==> config.mk <==
export PLATFORM = sky130hd
export DESIGN_NAME = power_management_clock_control
export DESIGN_NICKNAME = d
export VERILOG_FILES = /design/src/rtl/power_management_clock_control.v
export VERILOG_INCLUDE_DIRS = /design/src /design/src/rtl
export SDC_FILE = /design/constraint.sdc
export NUM_CORES = 1
export LEC_CHECK = 0
export ABC_AREA = 1
export BUFFER_PORTS_ARGS = -buffer_cell sky130_fd_sc_hd__clkbuf_2
export CAP_MARGIN = 25
export CORE_UTILIZATION = 48
export DETAILED_ROUTE_END_ITERATION = 12
export PLACE_DENSITY_LB_ADDON = 0.2
export SYNTH_ARGS = -nofsm -noshare
export SYNTH_HDL_FRONTEND = slang
export SYNTH_SLANG_ARGS = --single-unit
==> constraint.sdc <==
create_clock -name clk -period 1.94 [get_ports clk]
set_clock_uncertainty 0.2 [all_clocks]
set_input_delay 0.097 -clock clk [delete_from_list [all_inputs] [get_ports clk]]
set_output_delay 0.097 -clock clk [all_outputs]
set_load 0.01 [all_outputs]
==> src/rtl/clock_power_regs.vh <==
/*
  Constants for the power management clock control block: register offsets,
  bit positions, reset value and timing counts.
  Assumes inclusion by its bare name from a file under rtl/.
*/
`ifndef CLOCK_POWER_REGS_VH
`define CLOCK_POWER_REGS_VH

// ----------------------------------------------------------------
// Register map
// ----------------------------------------------------------------
`define SYS_CLK_CTRL_ADDR    8'h0E
`define SYS_CLK_CTRL_RESET   8'h01
`define CD_LSB               0
`define CD_MSB               1
`define LOW_POWER_DIVIDE_ENABLE_BIT             2
`define SWB_BIT              3
`define STOP_BIT             4
`define STATUS_ADDR          8'h0F

// ----------------------------------------------------------------
// Timing
// ----------------------------------------------------------------
`define RC_WAKE_CYCLES       4
`define HF_WARMUP_CYCLES     4096
`define DIV256_COUNT         256

`endif

==> src/rtl/power_management_clock_control.v <==
/*
  Power management clock control: system clock divide (1/2/4/8),
  divide-by-256 low-power mode, automatic switchback, and stop mode
  with wake-up and clock source restore sequencing.
  Assumes all inputs synchronous to clk; the divided system clock is
  delivered as a one-cycle enable pulse (sys_clk_en). RC and high
  frequency oscillator cycles arrive as one-cycle tick inputs.
*/
`timescale 1ns/1ps
`include "clock_power_regs.vh"
`default_nettype none

// What this block does
// RL1: With low-power off, divide field selects divide by 1, 2, 4 or 8.
// RL2: Low-power enable with divide field 00 divides the source by 256.
// RL3: Core and peripherals use divided clock; watchdog keeps undivided RC clock.
// RL4: Software clears the divide field before setting low-power enable.
// RL5: Leaving divide-by-256 reverts to the divide field rate.
// RL6: With auto return on in divide-by-256 mode, any switchback source clears low-power enable.
// RL7: Enabled port interrupt or serial receive falling edge are switchback sources.
// RL8: Serial buffer write with transmit enabled is a switchback source.
// RL9: SPI master buffer write or slave select in slave mode cause switchback.
// RL10: CAN receive activity or debug mode entry cause switchback.
// RL11: Writes setting low-power enable ignored while auto return on and source active.
// RL12: Setting the stop bit halts all clocks including watchdog and RC.
// RL13: Stop leaves the clock control settings unchanged.
// RL14: Stop exits on reset, port or CAN interrupt, brownout interrupt or reset.
// RL15: Reset-caused stop exit performs a full reset sequence.
// RL16: Interrupt-caused stop exit resumes then vectors to the interrupt routine.
// RL17: RC source selected: interrupt wake restarts on RC after four RC cycles; reset wake restarts at once.
// RL18: HF selected: interrupt wake restarts on RC, switches to HF after 4096 HF cycles; reset wake uses HF at once.
// RL19: Hardware clears the stop bit when stop mode is exited.
module power_management_clock_control
(
  input  wire        clk,
  input  wire        rst,
  input  wire [7:0]  addr,
  input  wire [7:0]  wdata,
  input  wire        wr_en,
  input  wire        rd_en,
  output reg  [7:0]  rdata,
  input  wire        ext_int_event,
  input  wire        ext_int_enable,
  input  wire        serial_rx_in,
  input  wire [1:0]  serial_mode,
  input  wire        serial_rx_enable,
  input  wire        serial_data_buffer_wr,
  input  wire        serial_tx_enable,
  input  wire        spi_data_buffer_wr,
  input  wire        spi_master_select,
  input  wire        spi_tx_enable,
  input  wire        spi_slave_select_n,
  input  wire        can_receive_input,
  input  wire        can_int_enable,
  input  wire        debug_entry,
  input  wire        brownout_int,
  input  wire        brownout_int_enable,
  input  wire        ext_reset_in,
  input  wire        por_brownout_reset,
  input  wire        brownout_reset_enable,
  input  wire        external_source_select,
  input  wire        rc_tick,
  input  wire        hf_tick,
  output reg         sys_clk_en,
  output reg         rc_osc_run,
  output reg         watchdog_clk_en,
  output reg         use_hf_source,
  output reg         stop_active,
  output reg         wake_reset_req,
  output reg         wake_int_vector
);

  // ----------------------------------------------------------------
  // Constants cut to the widths they load
  // ----------------------------------------------------------------
  localparam [7:0]   CTRL_RESET    = `SYS_CLK_CTRL_RESET;
  localparam integer DIV256_LAST_I = `DIV256_COUNT - 1;
  localparam [7:0]   DIV256_LAST   = DIV256_LAST_I[7:0];

  // ----------------------------------------------------------------
  // Control register and switchback sources
  // ----------------------------------------------------------------
  reg  [1:0]  clock_divide_select_reg;
  reg         low_power_divide_enable_reg;
  reg         auto_return_enable_reg;
  reg         stop_reg;
  reg         rx_prev_reg;
  reg         can_prev_reg;
  reg         ss_prev_n_reg;
  wire        rx_fall;
  wire        can_edge;
  wire        ss_assert;
  wire        switchback_src;
  wire        divide_256_mode;
  wire        wr_ctrl;
  wire        low_power_divide_enable_wr_ok;
  wire        wake_rst_src;
  wire        wake_int_src;

  assign rx_fall   = rx_prev_reg & ~serial_rx_in;
  assign can_edge  = can_prev_reg ^ can_receive_input;
  assign ss_assert = ss_prev_n_reg & ~spi_slave_select_n & ~spi_master_select;

  assign switchback_src =
      (ext_int_event & ext_int_enable)                                 // see RL7
    | (rx_fall & serial_rx_enable & (serial_mode != 2'h0))             // see RL7
    | (serial_data_buffer_wr & serial_tx_enable)                       // see RL8
    | (spi_data_buffer_wr & spi_master_select & spi_tx_enable)         // see RL9
    | ss_assert                                                        // see RL9
    | (can_edge & can_int_enable)                                      // see RL10
    | debug_entry;                                                     // see RL10

  assign divide_256_mode = low_power_divide_enable_reg &
                           (clock_divide_select_reg == 2'h0);          // see RL2
  assign wr_ctrl    = wr_en & (addr == `SYS_CLK_CTRL_ADDR);
  // Set blocked during source activity so service is not slowed
  assign low_power_divide_enable_wr_ok = ~(auto_return_enable_reg & switchback_src);     // see RL11

  assign wake_rst_src = ext_reset_in |
                        (por_brownout_reset & brownout_reset_enable); // see RL14
  // Brownout interrupt resumes like a port interrupt
  assign wake_int_src = (ext_int_event & ext_int_enable) |
                        (can_edge & can_int_enable) |
                        (brownout_int & brownout_int_enable);         // see RL14

  // ----------------------------------------------------------------
  // Activity edge detectors
  // ----------------------------------------------------------------
  // Idle levels loaded in reset so no false edge follows it
  always @(posedge clk)
  begin
    if (rst)
    begin
      rx_prev_reg   <= 1'b1;
      can_prev_reg  <= 1'b1;
      ss_prev_n_reg <= 1'b1;
    end
    else
    begin
      rx_prev_reg   <= serial_rx_in;
      can_prev_reg  <= can_receive_input;
      ss_prev_n_reg <= spi_slave_select_n;
    end
  end

  // ----------------------------------------------------------------
  // Stop / wake state machine
  // ----------------------------------------------------------------
  localparam [1:0] ST_RUN     = 2'h0;
  localparam [1:0] ST_STOP    = 2'h1;
  localparam [1:0] ST_RC_WAIT = 2'h2;
  localparam [1:0] ST_HF_WARM = 2'h3;

  reg  [1:0]  state_reg;
  reg  [1:0]  state_next;
  reg  [2:0]  rc_cnt_reg;
  reg  [12:0] hf_cnt_reg;
  reg         hf_pending_reg;
  wire        running;

  // HF warmup still executes code, on the RC clock
  assign running = (state_reg == ST_RUN) | (state_reg == ST_HF_WARM);

  always @*
  begin
    state_next = state_reg;
    case (state_reg)
      ST_RUN:
        if (stop_reg)
          state_next = ST_STOP;                                         // see RL12
      // Reset-type wakes are taken in the clocked process
      ST_STOP:
        if (wake_int_src)
          state_next = ST_RC_WAIT;
      ST_RC_WAIT:
        if (rc_tick && rc_cnt_reg == (`RC_WAKE_CYCLES - 1))
          state_next = hf_pending_reg ? ST_HF_WARM : ST_RUN;           // see RL17
      ST_HF_WARM:
        if (stop_reg)
          state_next = ST_STOP;
        else if (hf_tick && hf_cnt_reg == (`HF_WARMUP_CYCLES - 1))
          state_next = ST_RUN;                                          // see RL18
      default:
        state_next = ST_RUN;
    endcase
  end

  always @(posedge clk)
  begin
    if (rst)
    begin
      state_reg      <= ST_RUN;
      rc_cnt_reg     <= 3'h0;
      hf_cnt_reg     <= 13'h0000;
      hf_pending_reg <= 1'b0;
    end
    else if (wake_rst_src)
    begin
      // Reset-caused wake restarts the whole sequence, see RL15
      state_reg      <= ST_RUN;
      rc_cnt_reg     <= 3'h0;
      hf_cnt_reg     <= 13'h0000;
      hf_pending_reg <= 1'b0;
    end
    else
    begin
      state_reg <= state_next;
      if (state_reg == ST_STOP)
      begin
        rc_cnt_reg     <= 3'h0;
        hf_cnt_reg     <= 13'h0000;
        hf_pending_reg <= external_source_select;
      end
      else if (state_reg == ST_RC_WAIT && rc_tick)
        rc_cnt_reg <= rc_cnt_reg + 3'h1;
      else if (state_reg == ST_HF_WARM && hf_tick)
        hf_cnt_reg <= hf_cnt_reg + 13'h0001;
    end
  end

  // ----------------------------------------------------------------
  // Control register writes and hardware updates
  // ----------------------------------------------------------------
  always @(posedge clk)
  begin
    if (rst | wake_rst_src)
    begin
      clock_divide_select_reg     <= CTRL_RESET[`CD_MSB:`CD_LSB];
      low_power_divide_enable_reg <= 1'b0;
      auto_return_enable_reg      <= 1'b0;
      stop_reg                    <= 1'b0;
    end
    else
    begin
      // Stop never touches divide settings, see RL13
      if (wr_ctrl && running)
      begin
        clock_divide_select_reg <= wdata[`CD_MSB:`CD_LSB];
        auto_return_enable_reg  <= wdata[`SWB_BIT];
        stop_reg                <= wdata[`STOP_BIT];
        if (!wdata[`LOW_POWER_DIVIDE_ENABLE_BIT] || low_power_divide_enable_wr_ok)
          low_power_divide_enable_reg <= wdata[`LOW_POWER_DIVIDE_ENABLE_BIT];             // see RL11
      end
      // Hardware clear wins over a same-cycle software set
      if (auto_return_enable_reg && divide_256_mode && switchback_src)
        low_power_divide_enable_reg <= 1'b0;                           // see RL6
      if (state_reg == ST_STOP && wake_int_src)
        stop_reg <= 1'b0;                                              // see RL19
    end
  end

  // ----------------------------------------------------------------
  // System clock divider
  // ----------------------------------------------------------------
  reg  [7:0]  div_cnt_reg;
  reg  [7:0]  div_last;
  wire        halt_next;

  // Drop the enable on the edge that enters stop, not one later
  assign halt_next = (state_next == ST_STOP);

  always @*
  begin
    if (divide_256_mode)
      div_last = DIV256_LAST;                                           // see RL2
    else
      case (clock_divide_select_reg)                                   // see RL1
        2'h0:    div_last = 8'h00;
        2'h1:    div_last = 8'h01;
        2'h2:    div_last = 8'h03;
        2'h3:    div_last = 8'h07;
        default: div_last = 8'h00;
      endcase
  end

  // A count at or past the new limit fires at once, so revert takes effect at once
  always @(posedge clk)
  begin
    if (rst | ~running | halt_next)
    begin
      div_cnt_reg <= 8'h00;
      sys_clk_en  <= 1'b0;                                             // see RL12
    end
    else if (div_cnt_reg >= div_last)
    begin
      div_cnt_reg <= 8'h00;
      sys_clk_en  <= 1'b1;                                             // see RL3 RL5
    end
    else
    begin
      div_cnt_reg <= div_cnt_reg + 8'h01;
      sys_clk_en  <= 1'b0;
    end
  end

  // ----------------------------------------------------------------
  // Outputs and register read
  // ----------------------------------------------------------------
  reg  [7:0]  rdata_next;
  wire        hf_select_next;

  // HF whenever run state is next; only interrupt wakes run on RC and warm up first
  assign hf_select_next = external_source_select & (state_next == ST_RUN);

  // Read data stand only in the slot after the strobe
  always @*
  begin
    rdata_next = 8'h00;
    if (rd_en && addr == `SYS_CLK_CTRL_ADDR)
      rdata_next = {3'h0, stop_reg, auto_return_enable_reg,
                    low_power_divide_enable_reg, clock_divide_select_reg};
    else if (rd_en && addr == `STATUS_ADDR)
      rdata_next = {4'h0, switchback_src, divide_256_mode, state_reg};
  end

  always @(posedge clk)
  begin
    if (rst)
    begin
      rdata           <= 8'h00;
      rc_osc_run      <= 1'b1;
      watchdog_clk_en <= 1'b1;
      use_hf_source   <= 1'b0;
      stop_active     <= 1'b0;
      wake_reset_req  <= 1'b0;
      wake_int_vector <= 1'b0;
    end
    else
    begin
      rc_osc_run      <= (state_next != ST_STOP);                      // see RL12
      watchdog_clk_en <= (state_next != ST_STOP);                      // see RL3
      use_hf_source   <= hf_select_next;                               // see RL18
      stop_active     <= (state_next == ST_STOP);
      wake_reset_req  <= wake_rst_src & (state_reg == ST_STOP);        // see RL15
      wake_int_vector <= (state_reg == ST_RC_WAIT) &&
                         (state_next != ST_RC_WAIT);                   // see RL16
      rdata           <= rdata_next;
    end
  end

endmodule

`default_nettype wire

* Yosys cells after proc, flatten, opt, wreduce, memory -nomap -nowiden *
Cells that the tools add are included.

word-level totals
  bits in registers = 49
  input bits = 43
  output and inout port bits = 15
  word-level logic and storage cells = 111

operators by class
  $add $sub $neg = 3
  order comparisons = 1
  equality and inequality tests = 13
  muxes and demuxes = 12
  bitwise operators = 37
  reductions and logical operators = 25

operator list
  operator                 count
  $pmux W8 S4              1
  $and A1 B1 Y1            17
  $eq A8 B4 Y1 const B     2
  $add A13 B1 Y13 const B  1
  $eq A13 B12 Y1 const B   1
  $or A1 B1 Y1             13
  $mux W2                  6
  $logic_and A1 B1 Y1      11
  $reduce_or A2 Y1         5
  $add A8 B1 Y8 const B    1
  $eq A2 B2 Y1 const B     4
  $ge A8 B8 Y1             1
  $mux W8                  1
  $pmux W2 S4              1
  $eq A2 B1 Y1 const B     3
  $logic_not A2 Y1         3
  $not A1 Y1               6
  $mux W5                  1
  $mux W4                  1
  $reduce_and A2 Y1        2
  $add A3 B1 Y3 const B    1
  $eq A3 B2 Y1 const B     1
  $reduce_or A3 Y1         1
  $ne A2 B1 Y1 const B     1
  other kinds (6)          6

* Depth between registers and ports, before layout *
Gate-level depths: netlist (run 1).

  word-level depth = 14
  depth in mapped cells = 13

* Worst setup path after synthesis (run 1) *
OpenSTA, ideal clock, no wires.

  kind = register to register
  from = register clock_divide_select_reg[0]
  to = register div_cnt_reg[0]
  setup time = 0.065 ns
  arrival = 1.782 ns
  required time = 1.675 ns
  path slack = -0.107 ns
  stages on the path, launching flop included = 12
  path through = dfxtp_1 -> nor2_1 -> nand2_1 -> inv_1 -> nor2_1 -> ha_1 -> a21oi_1 -> o21a_1 -> nor2_1 -> nor3_2 -> nand3_4 -> nor2_2

between the ends
  cells in the longest elaborated chain, start to end = 5
  elaborated cells between the ends (all ways) = 9
  those cells by class = order compare: 1; eq/ne: 3; mux: 2; bitwise: 1; reduce/logical: 2

RTL lines
  what                                          line                                                                        source
  start: declaration                            power_management_clock_control.v:83                                         reg [1:0] clock_divide_select_reg;
  start signal: assignment                      power_management_clock_control.v:228                                        clock_divide_select_reg <= CTRL_RESET[`CD_MSB:`CD_LSB];
  start signal: assignment                      power_management_clock_control.v:238                                        clock_divide_select_reg <= wdata[`CD_MSB:`CD_LSB];
  $eq A2 B2 Y1, or another cell as far along    power_management_clock_control.v:267                                        case (clock_divide_select_reg)
  $pmux W8 S4 or $and A1 B1 Y1 (tied branches)  power_management_clock_control.v:267, power_management_clock_control.v:113
  $mux W8 (*)                                   power_management_clock_control.v:264                                        if (divide_256_mode)
  $ge A8 B8 Y1 (*)                              power_management_clock_control.v:284                                        else if (div_cnt_reg >= div_last)
  $reduce_or A2 Y1 (no line) (*)                --
  end signal: assignment                        power_management_clock_control.v:291                                        div_cnt_reg <= div_cnt_reg + 8'h01;
  end: declaration                              power_management_clock_control.v:255                                        reg [7:0] div_cnt_reg;

Mark *: on every way between the ends. The rest lies on a longest branch, timed or not. The select of a mux whose other input is x is not followed.
A chain may end at the register's enable or synchronous reset.

* Worst setup path after layout (run 1) *
  from = register clock_divide_select_reg[1]
  to = register div_cnt_reg[1]

Same word-level chain as after synthesis.

==> results of run 1 <==
==> cell usage in the layout (no fill, tap or decap), types with 8 or more instances in the layout <==
master and instances:
nor2_2 13, dlygate4sd3_1 17, dfxtp_1 39, nand3_1 18, ha_1 11, nor2_1 27
inv_1 34, clkbuf_2 51, a21oi_1 26, nand2_1 61, buf_4 26, nor3_1 8
==> cell usage after synthesis, types with 2 or more instances <==
cell type	number
xnor2_1	2
inv_1	35
nand2_1	64
dfxtp_1	46
nand3_1	18
nand4_1	3
nand3_4	3
nor2_2	11
nand2_2	2
inv_2	4
o21a_1	2
nand3_2	2
and3_1	2
o21ai_1	4
a21oi_1	28
nor2_4	4
o21ai_0	8
nor2_1	32
ha_1	16
nor3_2	2
xor2_1	6
nor3_1	10
buf_4	4
==> critical path, cell delays in order (launching register included) <==
cell	delay, ns
dfxtp_2	0.34
nor2_4	0.13
nand2_4	0.09
inv_4	0.08
a21oi_2	0.03
ha_1	0.27
nand2_1	0.08
buf_4	0.11
nor3_2	0.04
nor3_2	0.24
nand3_4	0.20
nor2_2	0.13
==> area by class of cell <==
| class | instances | area share [%] |
|---|---|---|
| Multi-Input combinational cell | 227 | 42.6 |
| Clock inverter | 1 | 0.152 |
| Tap cell | 67 | 2.55 |
| Timing Repair Buffer | 94 | 18.9 |
| Sequential cell | 46 | 28.3 |
| Clock buffer | 7 | 2.63 |
| Inverter | 41 | 4.80 |
==> path summary, 6_finish.rpt <==
check / depth (start not counted) / end / start
max: 11 / div_cnt_reg[1]$_SDFF_PP0_ / clock_divide_select_reg[1]$_SDFFE_PP0P_
min: 5 / low_power_divide_enable_reg$_SDFFE_PP0P_ / wdata[2]
max reg2reg: 11 / div_cnt_reg[1]$_SDFF_PP0_ / clock_divide_select_reg[1]$_SDFFE_PP0P_
min reg2reg: 1 / hf_cnt_reg[11]$_SDFFE_PP0P_ / hf_cnt_reg[11]$_SDFFE_PP0P_
==> per-layer routing <==
layer,vias to the layer above,global-route usage [%]
met2,61,37.6
li1,1212,-
met3,5,4.86
met1,980,26.0
met4,0,6.54
met5,-,0
==> per-stage QoR <==
| stage | utilization (%) | hold WS [ns] | std cells |
|---|---|---|---|
| detailed placement | 59.9 | 0.0950 | 450 |
| global placement | 59.9 | 0.0839 | 450 |
| floorplan | - | -0.00638 | 319 |
| global route | 69.1 | 0.0422 | 483 |
| CTS | 65.7 | 0.00875 | 476 |
| finish | 69.1 | 0.00412 | 483 |
==> logic make-up (layout without fill, tap and decap cells) <==
family / Yosys count / count (layout) / share of synthesized area (%)
buffers and inverters: 46 / 143 / 7.96
other: 1 / 3 / 0.157
flip-flops: 46 / 46 / 38.6
AND/OR/NAND/NOR: 156 / 156 / 32.4
XOR/XNOR: 8 / 8 / 2.93
adder cells (fa/ha/maj): 16 / 16 / 8.38
AO/OA/AOI/OAI: 44 / 44 / 9.59
==> what timing repair did <==
action | 4_1_cts | 5_1_grt
endpoints found under the hold margin | 15 | 0
hold buffers | 17 | 0
setup endpoints to repair | 9 | 18
pin swaps | 5 | 9
setup buffers | 1 | 7
gates resized for setup | 3 | 27
==> power by group <==
part	switching [uW]	leakage, uW	total [uW]	internal (uW)
registers	35.1	0.000375	1010	978
clock network	307	0.0000482	595	288
logic	214	0.00105	416	201
==> impl_metrics.csv, run 1 <==
group,metric,value,unit
placement,gp_congestion,0.779,
power,pwr_density_cell,616,mW/mm^2
global_route,grt_pass1_wl,8.69,mm
layout,drive_gt1_share,33.7,%
hold_path,hold_path.class,"in2reg",
drt,vias_per_cell,4.67,
synthesis,synth-edff-count,0,
power,peakVddDrop,0.406,mV
sta,hold_violations,0,
setup_path,crit_type,"reg2reg",
synthesis,synth-async-reset-ratio,0,%
flow_run,maxCapViolCount,0,
setup_path,cp_max_fo,8,
synthesis,ys_seq_area_share,38.6,%
synthesis,netlist_area,0.00239,mm^2
floorplan,die_h,72.5,um
clocking,clk_pin_slew,0.08,ns
floorplan,die_w,72.5,um
placement,placed_area,0.00285,mm^2
drt,top_layer_used,"met4",
sta,setup_ws,-0.0423,ns
synthesis,avgSynthCellArea,7.53,um^2
layout,synthToLayoutAreaGrowth,37.5,%
drt,ant_nets,0,
sta,slew_violations,0,
synthesis,synth_top_area_share,38.6,%
sta,fmax,504,MHz
global_route,overflow,0,
layout,fillers,398,
drt,finalWirelength,5.37,mm
global_route,antenna_found_initial,0,
layout,seq_area,930,um^2
floorplan,rows,25,
drt,drc_errors,0,
drt,drt_pass1_iterations,4,
clocking,cts_tree,"built",
clocking,clk-insertion-delay-late,0.30,ns
setup_path,worstSetupEndpointType,"flip-flop",
floorplan,die_area,0.00526,mm^2
placement,io_buffers,51,
drt,wl_met3,245,um
synthesis,ys_warn_count,0,
drt,drt_iter0_markers,76,
layout,fin_area,0.00328,mm^2
synthesis,synth_area_leaders,"dfxtp_1, nand2_1, ha_1",
drt,wl_met1,2.48,mm
layout,largest_reg_flops,13,
drt,wl_met2,2.59,mm
placement,place_hpwl,3.83,mm
sta,setup_viol,8,
drt,routedWlPerCell,11.1,um
floorplan,start_util,50.2,%
run_status,violations,"negative setup slack",
setup_path,critPathLaunchType,"flip-flop",
global_route,grt.total_usage,21.4,%
floorplan,ios,58,
synthesis,ys_ff_latch,46,
global_route,grt_pass1_vias,2066,
synthesis,syn_inst,317,
layout,antenna_cells,0,
layout,nets,474,
setup_path,r2r_slack,-0.04,ns
setup_path,cp.arrival,2.01,ns
floorplan,coreArea,0.00475,mm^2
sta,finalCriticalPeriod,1.98,ns
global_route,grt_max_degree,14,
clocking,htree_levels,2,
drt,num_vias,2258,
clocking,clock_tree.root_cell,"clkbuf_8",
sta,rsz0062_at_grt,"true",
clocking,cts_sinks,46,
clocking,clk_path_buf_depth,2,
sta,fin_setup_tns,-0.218,ns
clocking,cts_buffers,5,
synthesis,synthDistinctLibCells,32,
sta,period_share,102,%
setup_path,critPathRequiredTime,1.97,ns
power,finalPower,2020,uW
synthesis,synth-main-ff-cell,"dfxtp_1",
power,p_leak,0.00147,uW
run_status,status,"finished with violations",
placement,place_ws,-0.168,ns
layout,multi_input_area,0.00140,mm^2
synthesis,synth_top_cell_by_area,"dfxtp_1",
(Power assumes the default switching activity.)
==> run 2: changes to the inputs <==
Settings changed: REMOVE_ABC_BUFFERS from default to 1.
==> run 2 against run 1 <==
  * The flow still finishes with violations (negative setup slack)
  * Via count rose by 1.6%
  * Clock-buffer cell count shrank 2
  * Critical path depth decreased by 2
  * Highest routed layer unchanged
  * Critical path type unchanged
  * Largest cell class unchanged
==> impl_metrics.csv, run 2 (synthesis gave the netlist of run 1 again) <==
group,metric,value,unit
setup_path,worstSetupEndpointType,"flip-flop",
layout,antenna_cells,0,
global_route,grt_pass1_vias,2141,
placement,place_hpwl,3.77,mm
hold_path,whs_path_depth,5,
sta,fmax,501,MHz
setup_path,cp.arrival,2.03,ns
sta,period_share,103,%
layout,nets,476,
setup_path,startpoint,"clock_divide_select_reg[0]$_SDFFE_PP1P_",
floorplan,start_util,50.2,%
layout,seq_area,928,um^2
layout,fillers,404,
hold_path,hold_path.class,"in2reg",
floorplan,ios,58,
global_route,grt_pass1_wl,8.78,mm
global_route,antenna_found_initial,0,
placement,gp_congestion,0.875,
layout,multi_input_area,0.00144,mm^2
layout,most-common-layout-cells,"nand2_1, clkbuf_2, dfxtp_1",
drt,drt_iter0_markers,71,
flow_run,maxCapViolCount,0,
power,peakVddDrop,0.599,mV
floorplan,rows,25,
layout,layout.cells.non_filler,484,
sta,finalCriticalPeriod,2.00,ns
sta,slew_violations,0,
setup_path,reg2reg_from,"clock_divide_select_reg[0]$_SDFFE_PP1P_",
sta,rsz0062_at_grt,"true",
layout,drive_gt1_share,34.5,%
global_route,overflow,0,
drt,num_vias,2294,
sta,setup_viol,8,
global_route,grt_max_degree,14,
clocking,clk-insertion-delay-late,0.30,ns
layout,synthToLayoutAreaGrowth,39.3,%
clocking,cts_buffers,5,
power,pwr_density_cell,604,mW/mm^2
clocking,clock_tree.root_cell,"clkbuf_8",
drt,vias_per_cell,4.74,
run_status,violations,"negative setup slack",
clocking,cts_sinks,46,
drt,ant_nets,0,
sta,hold_violations,0,
clocking,cts_tree,"built",
placement,io_buffers,51,
clocking,clk_pin_slew,0.09,ns
placement,place_ws,-0.210,ns
power,finalPower,2010,uW
drt,routedWlPerCell,10.9,um
layout,largest_reg_flops,13,
global_route,grt.total_usage,21.3,%
setup_path,crit_type,"reg2reg",
placement,dp.cells,450,
power,p_leak,0.00147,uW
drt,drt_pass1_iterations,5,
floorplan,coreArea,0.00475,mm^2
floorplan,die_area,0.00526,mm^2
drt,drc_errors,0,
sta,setup_ws,-0.0568,ns
setup_path,cp_max_fo,8,
setup_path,critPathLaunchType,"flip-flop",
floorplan,die_h,72.5,um
drt,finalWirelength,5.26,mm
hold_path,hold_start,"wdata[2]",
floorplan,die_w,72.5,um
clocking,htree_levels,2,
setup_path,ff2ff_path_depth,9,
run_status,status,"finished with violations",
clocking,clk_path_buf_depth,2,
setup_path,critPathRequiredTime,1.97,ns
layout,final_common_cell,"nand2_1",
[run 2: area by class of cell]
class / count / area share (%)
clock buffers: 5 / 2.07
clock inverters: 2 / 0.301
inverters: 41 / 4.70
multi-input cells: 227 / 43.2
flip-flops and latches: 46 / 27.9
well taps: 67 / 2.52
repair buffers: 96 / 19.3
[run 2: power breakdown]
| part | internal (uW) | switching [uW] |
|---|---|---|
| Combinational | 218 | 223 |
| Clock | 243 | 326 |
| Sequential | 978 | 21.2 |
| Total | 1440 | 571 |
[run 2: worst paths after layout]
kind                                              endpoint  slack, ns
setup reg to reg                 div_cnt_reg[3]$_SDFF_PP0_      -0.06
hold / removal    low_power_divide_enable_reg$_SDFFE_PP0P_      0.002
setup / recovery                 div_cnt_reg[3]$_SDFF_PP0_      -0.06
hold reg to reg                hf_cnt_reg[11]$_SDFFE_PP0P_       0.26
[run 2: worst max-delay path: stages, from the launching register on]
cell and delay (ns):
dfxtp_2 0.34, nor2_4 0.12, nand2_2 0.08, buf_6 0.14, ha_1 0.29, nand4_1 0.14, nor3_1 0.07, nor3_2 0.25
nand3_4 0.20, nor2_2 0.11
[run 2: timing repair]
action / CTS / global route
buffers inserted: 3 / 8
setup endpoints to repair: 9 / 19
endpoints found under the hold margin: 21 / 0
pin swaps: 8 / 18
gates resized for setup: 11 / 28
hold buffers: 17 / 0
[run 2: metrics by stage]
step / utilization (%) / hold WS [ns] / TNS (ns) / cell area, um^2
floorplan: - / -0.0339 / -0.855 / 2360
global placement: 59.6 / 0.0845 / -0.680 / 2840
detailed placement: 59.6 / 0.0880 / -1.74 / 2840
CTS: 65.9 / 0.0156 / -0.938 / 3130
global route: 70.0 / 0.0398 / -1.05 / 3330
finish: 70.0 / 0.00196 / -0.413 / 3330
[run 2: metal layers]
layer | global-route usage (%) | up-vias | part of all wire, %
li1 | - | 1209 | -
met1 | 25.9 | 1039 | 46
met2 | 37.5 | 44 | 50
met3 | 5.14 | 2 | 3.4
met4 | 5.88 | 0 | 0.53
met5 | 0 | - | 0
